--- config.mk ---
export PLATFORM = sky130hd
export DESIGN_NAME = t1_alarm_and_bom_detector
export DESIGN_NICKNAME = d
export VERILOG_FILES = /design/src/common/t1_alarm_pkg.sv /design/src/hdl/t1_alarm_and_bom_detector.sv
export VERILOG_INCLUDE_DIRS = /design/src /design/src/common
export SDC_FILE = /design/constraint.sdc
export NUM_CORES = 1
export LEC_CHECK = 0
export ABC_AREA = 0
export BUFFER_PORTS_ARGS = -buffer_cell sky130_fd_sc_hd__buf_2
export CAP_MARGIN = 30
export CORE_MARGIN = 5
export CORE_UTILIZATION = 37
export CTS_CLUSTER_DIAMETER = 150
export DETAILED_ROUTE_END_ITERATION = 7
export SYNTH_ARGS = -nofsm -noshare
export SYNTH_HDL_FRONTEND = slang
export SYNTH_SLANG_ARGS = --single-unit
--- constraint.sdc ---
create_clock -name hclk -period 9.35 [get_ports hclk]
set_input_delay 0.935 -clock hclk [delete_from_list [all_inputs] [get_ports hclk]]
set_output_delay 0.935 -clock hclk [all_outputs]
set_load 0.03 [all_outputs]
--- src/common/t1_alarm_params.svh ---
// Purpose: Offsets, field positions, reset values and timing counts
// Assumes: 40 MHz hclk, word-aligned register slots
// Notes: Offsets are register indexes; byte address is index * 4
`ifndef T1_ALARM_PARAMS_SVH
`define T1_ALARM_PARAMS_SVH

// -----------------------------------------------------------------
// Register indexes
// -----------------------------------------------------------------
`define IDX_BOM_RECEIVE_CONTROL 8'h2a
`define IDX_BOM_CODE_STATUS 8'h2b
`define IDX_ALARM_DETECT_CONFIG 8'h2c
`define IDX_ALARM_IRQ_ENABLE 8'h2d
`define IDX_ALARM_IRQ_STATUS 8'h2e
`define IDX_ALARM_RAW_STATUS 8'h2f

// -----------------------------------------------------------------
// Field positions
// -----------------------------------------------------------------
`define BIT_BOM_CODE_IRQ_EN 0
`define BIT_BOM_VAL_SEL 1
`define BIT_BOM_END_IRQ_EN 2
`define BIT_ESF 4
`define BIT_J1 5
`define BIT_FAST_CLEAR 4
`define BIT_ALL_ONES 0
`define BIT_CARRIER_FAIL 1
`define BIT_REMOTE 2
`define CHG_SHIFT 3

// -----------------------------------------------------------------
// Reset values and codes
// -----------------------------------------------------------------
`define BOM_NONE 6'h3f
`define HIST_EMPTY 7'h7f
`define HIST_YELLOW 7'h40
`define ESF_YEL_T1 16'hff00
`define ESF_YEL_J1 16'hffff

// -----------------------------------------------------------------
// Timing
// -----------------------------------------------------------------
`define CLK_PERIOD_NS 25
`define TICK_PERIOD_NS 1000000
`define WIN_REMOTE_MS 40
`define WIN_ALL_ONES_MS 60
`define CF_SET_MS 2550
`define CF_CLR_MS 16600
`define CF_FAST_CLR_MS 120
`define AO_SET_MS 1500
`define AO_CLR_MS 16800
`define AO_FAST_CLR_MS 180
`define RA_SET_MS 425
`define RA_CLR_MS 425

// -----------------------------------------------------------------
// Thresholds
// -----------------------------------------------------------------
`define SF_T1_ONES_MAX 16
`define SF_J1_ZEROS_MAX 2
`define AO_ZEROS_LIMIT 127
`define VAL_LONG_N 10
`define VAL_LONG_K 8
`define VAL_SHORT_N 5
`define VAL_SHORT_K 4

`endif

--- src/common/t1_alarm_pkg.sv ---
// Purpose: Types for the alarm and message detector
// Assumes: Widths large enough for every count in the params header
// Notes: All module state lives in state_s
package t1_alarm_pkg;

   // --------------------------------------------------------------
   // Received stream strobe group
   // --------------------------------------------------------------
   typedef struct packed {
      logic valid;
      logic data;
      logic bit2;
      logic frame12_fbit;
      logic dl_bit;
      logic oof;
   } rx_stream_s;

   typedef logic [6:0] hist_entry_t;
   typedef logic [14:0] integ_cnt_t;

   // --------------------------------------------------------------
   // Whole module state
   // --------------------------------------------------------------
   typedef struct packed {
      logic bom_end_irq_en;
      logic bom_validation_select;
      logic bom_code_irq_en;
      logic japan_yellow_mode;
      logic esf;
      logic fast_alarm_clear;
      logic [2:0] irq_en;
      logic [5:0] bom_code;
      logic bom_end_flag;
      logic bom_code_flag;
      logic [2:0] chg;
      logic [2:0] alarm;
      logic oof_window_flag;
      logic remote_alarm_raw;
      logic all_ones_raw;
      logic [15:0] ms_cnt;
      logic [5:0] win40_cnt;
      logic [5:0] win60_cnt;
      logic oof_seen;
      logic [4:0] ones_cnt;
      logic [1:0] zeros12_cnt;
      logic oof_all;
      logic [6:0] zeros60_cnt;
      logic [15:0] dl_sr;
      logic [3:0] dl_cnt;
      hist_entry_t [9:0] hist;
      integ_cnt_t [2:0] integ;
      logic wr_pend;
      logic [7:0] wr_idx;
      logic [31:0] hrdata;
      logic irq_n;
   } state_s;

endpackage

--- src/hdl/t1_alarm_and_bom_detector.sv ---
// Purpose: Receive alarm detector and bit-oriented message receiver
// Assumes: Stream strobes synchronous to hclk, one bit per valid
// Notes: AHB-Lite slave, zero wait states, always OKAY
//
// Operation
// - Accept BOM or ESF remote alarm on 8 of 10, or 4 of 5, matches.
// - Validated BOM code interrupts when its enable is set.
// - BOM present to absent interrupts when its enable is set.
// - BOM end sets end flag; status read clears it.
// - Validated BOM sets code flag; status read clears it.
// - Show received 6-bit code; all ones means no message.
// - Yellow mode bit picks T1 or J1 remote alarm recognition.
// - ESF select bit picks SF or ESF stream interpretation.
// - Carrier fail: set after 2.55 s, clear after 16.6 s or 120 ms.
// - All ones: set after 1.5 s, clear after 16.8 s or 180 ms.
// - Remote alarm state set and cleared after 425 ms steady.
// - Each alarm change flag interrupts only when enabled.
// - Alarm state edges set change flags; status read clears them.
// - Out-of-sync window flag reports any loss in latest 40 ms.
// - All ones when out of sync 60 ms with under 127 zeros.
// - T1 SF remote alarm when bit 2 is one at most 16 times.
// - J1 SF remote alarm when frame 12 F-bit zero at most twice.
//
// Implementation choice: the AHB-Lite register port.
`timescale 1ns/1ps

`include "t1_alarm_params.svh"

module t1_alarm_and_bom_detector
   import t1_alarm_pkg::*;
#(
   parameter int MS_CYCLES = `TICK_PERIOD_NS / `CLK_PERIOD_NS
) (
   input wire logic hclk,
   input wire logic hresetn,
   input wire logic hsel,
   input wire logic [31:0] haddr,
   input wire logic [1:0] htrans,
   input wire logic hwrite,
   input wire logic [2:0] hsize,
   input wire logic [31:0] hwdata,
   input wire logic hready,
   output logic [31:0] hrdata,
   output logic hreadyout,
   output logic hresp,
   input wire rx_stream_s rx,
   output logic irq_n
);

   // --------------------------------------------------------------
   // Helpers
   // --------------------------------------------------------------
   function automatic logic [3:0] count_match(
      input hist_entry_t [9:0] h,
      input hist_entry_t val,
      input logic short_win
   );
      logic [3:0] n;
      n = 4'h0;
      for (int i = 0; i < `VAL_LONG_N; i++) begin
         if ((!short_win || i < `VAL_SHORT_N) && h[i] == val) begin
            n = n + 4'h1;
         end
      end
      return n;
   endfunction

   function automatic logic validated(
      input hist_entry_t [9:0] h,
      input hist_entry_t val,
      input logic short_win
   );
      logic [3:0] k;
      k = short_win ? 4'(`VAL_SHORT_K) : 4'(`VAL_LONG_K);
      return count_match(h, val, short_win) >= k;
   endfunction

   // Integrates raw against state; returns {toggle, next count}
   function automatic logic [15:0] integrate(
      input logic state,
      input logic raw,
      input integ_cnt_t cnt,
      input integ_cnt_t set_lim,
      input integ_cnt_t clr_lim
   );
      integ_cnt_t nxt;
      integ_cnt_t lim;
      lim = state ? clr_lim : set_lim;
      nxt = cnt + 15'h1;
      if (raw == state) begin
         return {1'b0, 15'h0};
      end
      if (nxt >= lim) begin
         return {1'b1, 15'h0};
      end
      return {1'b0, nxt};
   endfunction

   // --------------------------------------------------------------
   // State
   // --------------------------------------------------------------
   state_s q;
   state_s d;

   logic tick;
   logic addr_ok;
   logic [7:0] a_idx;
   logic [7:0] rd_byte;
   logic rd_bom;
   logic rd_alarm;
   logic win40_end;
   logic win60_end;
   logic [15:0] sr_next;
   logic is_bom;
   logic is_yel;
   logic push;
   hist_entry_t push_val;
   logic short_win;
   logic [15:0] res;
   logic [2:0] alarm_old;
   logic [7:0] wb;
   logic code_set;
   logic end_set;

   assign hrdata = q.hrdata;
   assign irq_n = q.irq_n;
   assign hreadyout = 1'b1;
   assign hresp = 1'b0;

   always_comb begin
      d = q;
      tick = 1'b0;
      win40_end = 1'b0;
      win60_end = 1'b0;
      rd_bom = 1'b0;
      rd_alarm = 1'b0;
      rd_byte = 8'h00;
      push = 1'b0;
      push_val = `HIST_EMPTY;
      is_bom = 1'b0;
      is_yel = 1'b0;
      res = 16'h0000;
      alarm_old = q.alarm;
      short_win = q.bom_validation_select;
      wb = hwdata[7:0];
      code_set = 1'b0;
      end_set = 1'b0;
      a_idx = haddr[9:2];
      addr_ok = hsel && hready && htrans[1];

      // -----------------------------------------------------------
      // Millisecond timebase
      // -----------------------------------------------------------
      if (q.ms_cnt == 16'(MS_CYCLES - 1)) begin
         d.ms_cnt = 16'h0000;
         tick = 1'b1;
      end else begin
         d.ms_cnt = q.ms_cnt + 16'h0001;
      end

      // -----------------------------------------------------------
      // Per-bit window counters
      // -----------------------------------------------------------
      if (rx.oof) begin
         d.oof_seen = 1'b1;
      end
      if (rx.valid) begin
         if (rx.bit2 && rx.data && q.ones_cnt != 5'h1f) begin
            d.ones_cnt = q.ones_cnt + 5'h01;
         end
         if (rx.frame12_fbit && !rx.data && q.zeros12_cnt != 2'h3) begin
            d.zeros12_cnt = q.zeros12_cnt + 2'h1;
         end
         if (!rx.data && q.zeros60_cnt != 7'h7f) begin
            d.zeros60_cnt = q.zeros60_cnt + 7'h01;
         end
      end
      if (!rx.oof) begin
         d.oof_all = 1'b0;
      end

      // -----------------------------------------------------------
      // 40 ms and 60 ms windows
      // -----------------------------------------------------------
      if (tick) begin
         if (q.win40_cnt == 6'(`WIN_REMOTE_MS - 1)) begin
            d.win40_cnt = 6'h00;
            win40_end = 1'b1;
         end else begin
            d.win40_cnt = q.win40_cnt + 6'h01;
         end
         if (q.win60_cnt == 6'(`WIN_ALL_ONES_MS - 1)) begin
            d.win60_cnt = 6'h00;
            win60_end = 1'b1;
         end else begin
            d.win60_cnt = q.win60_cnt + 6'h01;
         end
      end
      if (win40_end) begin
         d.oof_window_flag = q.oof_seen || rx.oof;
         d.oof_seen = 1'b0;
         d.ones_cnt = 5'h00;
         d.zeros12_cnt = 2'h0;
         if (!q.esf) begin
            if (q.japan_yellow_mode) begin
               d.remote_alarm_raw =
                  q.zeros12_cnt <= 2'(`SF_J1_ZEROS_MAX);
            end else begin
               d.remote_alarm_raw =
                  q.ones_cnt <= 5'(`SF_T1_ONES_MAX);
            end
         end
      end
      if (win60_end) begin
         d.all_ones_raw = q.oof_all && rx.oof &&
            q.zeros60_cnt < 7'(`AO_ZEROS_LIMIT);
         d.oof_all = 1'b1;
         d.zeros60_cnt = 7'h00;
      end

      // -----------------------------------------------------------
      // ESF data link codewords
      // -----------------------------------------------------------
      sr_next = {q.dl_sr[14:0], rx.data};
      if (rx.valid && rx.dl_bit && q.esf) begin
         d.dl_sr = sr_next;
         d.dl_cnt = q.dl_cnt + 4'h1;
         is_yel = sr_next == (q.japan_yellow_mode ?
            `ESF_YEL_J1 : `ESF_YEL_T1);
         is_bom = sr_next[15:8] == 8'hff && !sr_next[7] && !sr_next[0];
         if (is_yel) begin
            push = 1'b1;
            push_val = `HIST_YELLOW;
         end else if (is_bom) begin
            push = 1'b1;
            push_val = {1'b0, sr_next[6:1]};
         end else if (q.dl_cnt == 4'hf) begin
            push = 1'b1;
         end
         if (push) begin
            d.dl_cnt = 4'h0;
         end
      end
      if (push) begin
         d.hist = {q.hist[8:0], push_val};
      end
      if (q.esf) begin
         d.remote_alarm_raw =
            validated(q.hist, `HIST_YELLOW, short_win);
      end

      // -----------------------------------------------------------
      // Message validation
      // -----------------------------------------------------------
      if (q.hist[0] != `HIST_EMPTY && q.hist[0] != `HIST_YELLOW &&
          q.hist[0][5:0] != `BOM_NONE && q.hist[0][5:0] != q.bom_code &&
          validated(q.hist, q.hist[0], short_win)) begin
         d.bom_code = q.hist[0][5:0];
         d.bom_code_flag = 1'b1;
         code_set = 1'b1;
      end else if (q.bom_code != `BOM_NONE &&
          !validated(q.hist, {1'b0, q.bom_code}, short_win)) begin
         d.bom_code = `BOM_NONE;
         d.bom_end_flag = 1'b1;
         end_set = 1'b1;
      end

      // -----------------------------------------------------------
      // Alarm integration
      // -----------------------------------------------------------
      if (tick) begin
         res = integrate(q.alarm[`BIT_REMOTE], q.remote_alarm_raw,
            q.integ[`BIT_REMOTE], 15'(`RA_SET_MS),
            15'(`RA_CLR_MS));
         d.integ[`BIT_REMOTE] = res[14:0];
         d.alarm[`BIT_REMOTE] = q.alarm[`BIT_REMOTE] ^ res[15];
         res = integrate(q.alarm[`BIT_CARRIER_FAIL], q.oof_window_flag,
            q.integ[`BIT_CARRIER_FAIL], 15'(`CF_SET_MS),
            q.fast_alarm_clear ? 15'(`CF_FAST_CLR_MS) :
            15'(`CF_CLR_MS));
         d.integ[`BIT_CARRIER_FAIL] = res[14:0];
         d.alarm[`BIT_CARRIER_FAIL] =
            q.alarm[`BIT_CARRIER_FAIL] ^ res[15];
         res = integrate(q.alarm[`BIT_ALL_ONES], q.all_ones_raw,
            q.integ[`BIT_ALL_ONES], 15'(`AO_SET_MS),
            q.fast_alarm_clear ? 15'(`AO_FAST_CLR_MS) :
            15'(`AO_CLR_MS));
         d.integ[`BIT_ALL_ONES] = res[14:0];
         d.alarm[`BIT_ALL_ONES] = q.alarm[`BIT_ALL_ONES] ^ res[15];
      end

      // -----------------------------------------------------------
      // Bus read: capture data, clear read-sensitive flags
      // -----------------------------------------------------------
      if (addr_ok && !hwrite) begin
         unique case (a_idx)
            `IDX_BOM_RECEIVE_CONTROL: begin
               rd_byte = {5'h00, q.bom_end_irq_en,
                  q.bom_validation_select, q.bom_code_irq_en};
            end
            `IDX_BOM_CODE_STATUS: begin
               rd_byte = {q.bom_end_flag, q.bom_code_flag, q.bom_code};
               rd_bom = 1'b1;
            end
            `IDX_ALARM_DETECT_CONFIG: begin
               rd_byte = {2'h0, q.japan_yellow_mode, q.esf, 4'h0};
            end
            `IDX_ALARM_IRQ_ENABLE: begin
               rd_byte = {3'h0, q.fast_alarm_clear, 1'b0, q.irq_en};
            end
            `IDX_ALARM_IRQ_STATUS: begin
               rd_byte = {2'h0, q.chg, q.alarm};
               rd_alarm = 1'b1;
            end
            `IDX_ALARM_RAW_STATUS: begin
               rd_byte = {5'h00, q.oof_window_flag, q.remote_alarm_raw,
                  q.all_ones_raw};
            end
            default: begin
               rd_byte = 8'h00;
            end
         endcase
      end
      if (addr_ok && !hwrite) begin
         d.hrdata = {24'h000000, rd_byte};
      end

      // Set wins over a read clear in the same cycle
      if (rd_bom) begin
         d.bom_end_flag = end_set;
         d.bom_code_flag = code_set;
      end
      if (rd_alarm) begin
         d.chg = 3'h0;
      end
      d.chg = d.chg | (d.alarm ^ alarm_old);

      // -----------------------------------------------------------
      // Bus write: data phase follows the captured address
      // -----------------------------------------------------------
      d.wr_pend = addr_ok && hwrite;
      if (addr_ok && hwrite) begin
         d.wr_idx = a_idx;
      end
      if (q.wr_pend) begin
         unique case (q.wr_idx)
            `IDX_BOM_RECEIVE_CONTROL: begin
               d.bom_end_irq_en = wb[`BIT_BOM_END_IRQ_EN];
               d.bom_validation_select = wb[`BIT_BOM_VAL_SEL];
               d.bom_code_irq_en = wb[`BIT_BOM_CODE_IRQ_EN];
            end
            `IDX_ALARM_DETECT_CONFIG: begin
               d.japan_yellow_mode = wb[`BIT_J1];
               d.esf = wb[`BIT_ESF];
            end
            `IDX_ALARM_IRQ_ENABLE: begin
               d.fast_alarm_clear = wb[`BIT_FAST_CLEAR];
               d.irq_en = wb[2:0];
            end
            default: begin
            end
         endcase
      end

      // -----------------------------------------------------------
      // Interrupt output
      // -----------------------------------------------------------
      d.irq_n = !((d.bom_code_flag && d.bom_code_irq_en) ||
         (d.bom_end_flag && d.bom_end_irq_en) ||
         |(d.chg & d.irq_en));
   end

   always_ff @(posedge hclk or negedge hresetn) begin
      if (!hresetn) begin
         q <= '0;
         q.bom_code <= `BOM_NONE;
         q.hist <= {10{`HIST_EMPTY}};
         q.oof_all <= 1'b1;
         q.irq_n <= 1'b1;
      end else begin
         q <= d;
      end
   end

endmodule

**Yosys cells after proc, flatten, opt, wreduce, memory -nomap -nowiden**

Index checks and enable logic that the tools add are counted.

- Register bits: 222
- Input bits: 80
- Output and inout bits: 35

- Add/subtract/negate cells: 36
- $lt $le $gt $ge: 9
- Eq/ne operators: 56
- Multiplexer cells: 133
- Bitwise gates (word level): 6
- Reduce and logical (&&, ||, !) cells: 61

Operators by type and width:

| cell | number |
|---|---|
| 16-bit 2-to-1 mux | 16 |
| 4-bit 2-to-1 mux | 49 |
| 4-bit by 1-bit adder with 4-bit output (second input constant) | 27 |
| 8-bit by 6-bit == test with 1-bit output (second input constant) | 9 |
| 7-bit by 6-bit == test with 1-bit output | 10 |
| 7-bit == test (second input constant) | 10 |
| 7-bit == test | 9 |
| 15-bit 2-to-1 mux | 4 |
| 7-bit 2-to-1 mux | 7 |
| 8-bit one-hot mux with 6 select lines | 1 |
| 15-bit by 1-bit adder with 15-bit output (second input constant) | 3 |
| 1-bit 2-to-1 mux | 41 |
| 1-bit logical AND | 37 |
| 15-bit >= comparator | 2 |
| 8-bit 2-to-1 mux | 3 |
| 7-bit inequality test (second input constant) | 3 |
| 6-bit 2-to-1 mux | 3 |
| 16-bit by 1-bit adder with 16-bit output (second input constant) | 1 |
| 16-bit == test | 1 |
| 16-bit == test (second input constant) | 1 |
| 2-bit nonzero test | 8 |
| 15-bit by 9-bit >= comparator with 1-bit output (second input constant) | 1 |
| 6-bit by 1-bit adder with 6-bit output (second input constant) | 2 |
| 6-bit == test (second input constant) | 2 |
| other kinds (27) | 51 |

**Longest topological paths before layout**

- Word-level depth: 58
- Gate-level depth with buffers: 44
- Mapped depth without buffers: 42

**Least setup slack after synthesis**

OpenSTA, ideal clock, no wires.

- Path type: flip-flop to flip-flop
- Start point: register q[90] (netlist name)
- End point: register q[231] (netlist name)
- Library setup time: 138 ps
- Arrival: 7080 ps
- Data required time: 9212 ps
- Slack: 2132 ps
- Stages on the path, launching flop included: 44
- Buffers on the path: 2
- Cells stage by stage: dfstp_2 buf_2 buf_1 xor2_1 nor4_1 nand2_1 nor2_1 inv_1 ha_1 nor2b_1 and4_1 nor2_1 ha_1 nand3_1 o31ai_1 ha_1 nor3_1 o21ba_2 (+8 left out) ha_1 nor2b_1 o21ba_2 ha_1 nand2_1 o31a_1 a21oi_1 ha_1 nand2_1 xnor2_1 xnor2_1 ha_1 nand2_1 or4_1 a21boi_0 nor3_1 nand3_2 o21ai_0

RTL lines:

| item | RTL line | source |
|---|---|---|
| from (decl) | t1_alarm_and_bom_detector.sv:102 | `state_s q;` |

==> results.sh <==
export IMPL_status="complete, no violations"
export IMPL_stdcell_area_um2=16100
export IMPL_required_ns=9.81
export IMPL_cts_max_level=1
export IMPL_io_pins=115
export IMPL_dpl_cell_area_um2=15200
export IMPL_die_y_um=210
export IMPL_cts_hold_fix_buffers=0
export IMPL_numCtsBuffers=26
export IMPL_synth_area_um2=14700
export IMPL_cts_root_buf="clkbuf_16"
export IMPL_layoutNonFillerInstCount=2112
export IMPL_vias_per_cell=5.20
export IMPL_post_synth_num_cell_types=90
export IMPL_clk_pin_slew_ns=0.06
export IMPL_dieArea_um2=43900
export IMPL_clock_sinks=222
export IMPL_maxCapViolations=0
export IMPL_track_usage=0.146
export IMPL_ant_nets=0
export IMPL_hold_viol_final=0
export IMPL_layout_nets=1709
export IMPL_final_cell_mix="223 x nand2_1, 144 x dfrtp_1, 123 x xor2_1"
export IMPL_dpl_hpwl_um=23300
export IMPL_cts_tree="yes"
export IMPL_antenna_found_initial=4
export IMPL_slowest_delay_ns=0.82
export IMPL_seq_area_frac_synth=0.384
export IMPL_max_slew_worst_pin_slew_ns=1.06
export IMPL_grt_max_degree=102
export IMPL_critPathSlowestCell="dfstp_2"
export IMPL_routed_wl_um=33100
export IMPL_reg2reg_from="q[92]"
export IMPL_port_buffer_count=33
export IMPL_wl_per_cell_um=15.7
export IMPL_gp_congestion=0.815
export IMPL_synth_edf_count=0
export IMPL_clkLatencyLatePin_ns=0.52
export IMPL_drive_above_1_share=0.180
export IMPL_cp_max_fo=15
export IMPL_post_cts_buffers=0
export IMPL_synth_cells=1561
export IMPL_initial_core_util=0.372
export IMPL_final_max_slew_viol_count=0
export IMPL_irDropWorstVdd_v=0.000140
export IMPL_fin_skew_ns=0.0135
export IMPL_end_kind="register"
export IMPL_cts_buffer_depth=3
export IMPL_grt_overflow=0
export IMPL_fmax_mhz=124
export IMPL_ys_warn_count=0
export IMPL_worst_ep_arrival_time_ns=8.54
export IMPL_period_minus_slack_ns=8.08
export IMPL_cts_resized=0
export IMPL_rsz0062_at_grt="false"
export IMPL_dp_cells=2061
export IMPL_finalSetupViolCount=0
export IMPL_num_rows=73
export IMPL_vias=10989
export IMPL_synth_seq_cells=222
export IMPL_remaining_drc_errors=0
export IMPL_r2r_slack_ns=1.27
export IMPL_r2r_end="irq_n"
export IMPL_drt_iter0_drc=681
export IMPL_synth_avg_cell_area_um2=9.43
export IMPL_layout_commonest_cell="nand2_1"
export IMPL_slew_headroom=0.284
export IMPL_die_w_um=210
export IMPL_powerDensity_nw_per_um2=137
export IMPL_worst_r2r_path_depth=42
export IMPL_async_flop_share=1.00
export IMPL_finalCritPeriodShare=0.864
export IMPL_min_delay_path_class="input port to asynchronous set/reset pin"
export IMPL_core_area_um2=39500
export IMPL_synth_flop_cell="dfrtp_1"
export IMPL_setup_tns_ns=0
export IMPL_cp_start_kind="register"
export IMPL_p_leak_nw=7.32
export IMPL_drt_pass1_iterations=7
export IMPL_path_common_cell="ha_1"
export IMPL_first_global_vias=10662
export IMPL_path_class="register to register"
export IMPL_area_growth_pct=9.61
export IMPL_grt_pass1_wl_um=54700
-- metrics by stage --
stage | total power [mW] | worst slack [ns] | hold WS (ns) | util
floorplan | 1.16 | 2.13 | 0.437 | -
global placement | 1.20 | 1.50 | 0.458 | 0.385
detailed placement | 1.21 | 1.35 | 0.456 | 0.385
CTS | 2.25 | 1.33 | 0.475 | 0.408
global route | 2.32 | 0.772 | 0.496 | 0.408
finish | 2.22 | 1.27 | 0.440 | 0.408
-- cell families (layout without fill, tap and decap cells) --
kind of cell	count (synthesis)	after routing	share of synthesized area
AOI/OAI and AO/OA	208	208	0.0991
xor gates and xnor gates	228	228	0.141
adders and majority gates	64	64	0.0547
buffers and inverters	144	145	0.0469
DFF	222	222	0.384
muxes	93	93	0.0702
other	2	27	0.000510
and+or+nand+nor	600	600	0.204
-- power by group --
group          switching [mW]  leakage (nW)  internal, mW  total, mW
logic                  0.0956          4.14        0.0584      0.154
clock network           0.401         0.444         0.626       1.03
registers              0.0364          2.74         0.999       1.04
-- cells in the mapped netlist (6+ instances only) --
cell / number / area (um2)
nand2_1: 224 / 841
dfrtp_1: 144 / 3600
xor2_1: 123 / 1080
xnor2_1: 99 / 867
nor2_1: 85 / 319
mux2_2: 82 / 923
dfstp_2: 78 / 2050
o21ai_0: 63 / 315
ha_1: 62 / 776
nand3_1: 61 / 305
inv_1: 52 / 195
buf_4: 34 / 255
clkbuf_1: 33 / 124
nor4_1: 33 / 206
nor3_1: 30 / 150
and3_1: 27 / 169
nand4_1: 25 / 156
a21oi_1: 24 / 120
nand2b_1: 23 / 144
o31ai_1: 21 / 158
and2_1: 15 / 93.8
buf_2: 12 / 60.1
nor2b_1: 12 / 75.1
a21o_1: 11 / 82.6
buf_1: 11 / 41.3
mux2i_1: 11 / 110
a31oi_1: 10 / 62.6
a32o_1: 10 / 100
nor4b_1: 10 / 87.6
or2_2: 9 / 56.3
a22o_1: 8 / 70.1
a22oi_1: 7 / 52.6
or3_1: 7 / 43.8
nor3b_1: 6 / 45.0
-- layer usage --
layer	vias to the layer above	track usage	routed length (um)
li1	5420	-	-
met4	6	0.0311	455
met5	-	0	28
met1	5373	0.206	16100
met2	152	0.239	15100
met3	38	0.0211	1320
-- registers in the layout, indices dropped and copies added, names as in the netlist --
register and flops:
alarm_old 3, hrdata 8, irq_n 1, q 209, short_win 1
-- area by class of cell --
type | instances | area [um2]
diodes | 1 | 2.50
inverters | 53 | 199
flip-flops and latches | 222 | 5650
fillers | 3820 | 23400
well taps | 525 | 657
clock inverters | 10 | 77.6
multi-input cells | 1219 | 8480
repair buffers | 44 | 263
clock buffers | 38 | 810
-- critical path, delay by kind of cell, from the launching register on --
family | cells | cell delay, ns
XOR/XNOR | 3 | 0.43
multiplexers | 1 | 0.06
flip-flops | 1 | 0.82
buffers and inverters | 4 | 0.29
AO/OA/AOI/OAI | 9 | 1.55
AND/OR/NAND/NOR | 16 | 2.50
adder cells (fa/ha/maj) | 9 | 2.33
-- worst max path at each step --
| stage | from | to | slack [ns] | depth (start not counted) |
|---|---|---|---|---|
| after floorplan | q[90] | q[231] | 2.13 | 43 |
| after global placement | q[90] | irq_n | 1.50 | 41 |
| after detailed placement | q[92] | irq_n | 1.35 | 42 |
| after CTS | q[92] | irq_n | 1.33 | 42 |
| after global routing | q[92] | irq_n | 0.77 | 42 |
| final | q[92] | irq_n | 1.27 | 42 |
Power figures use the tool's default switching activity.
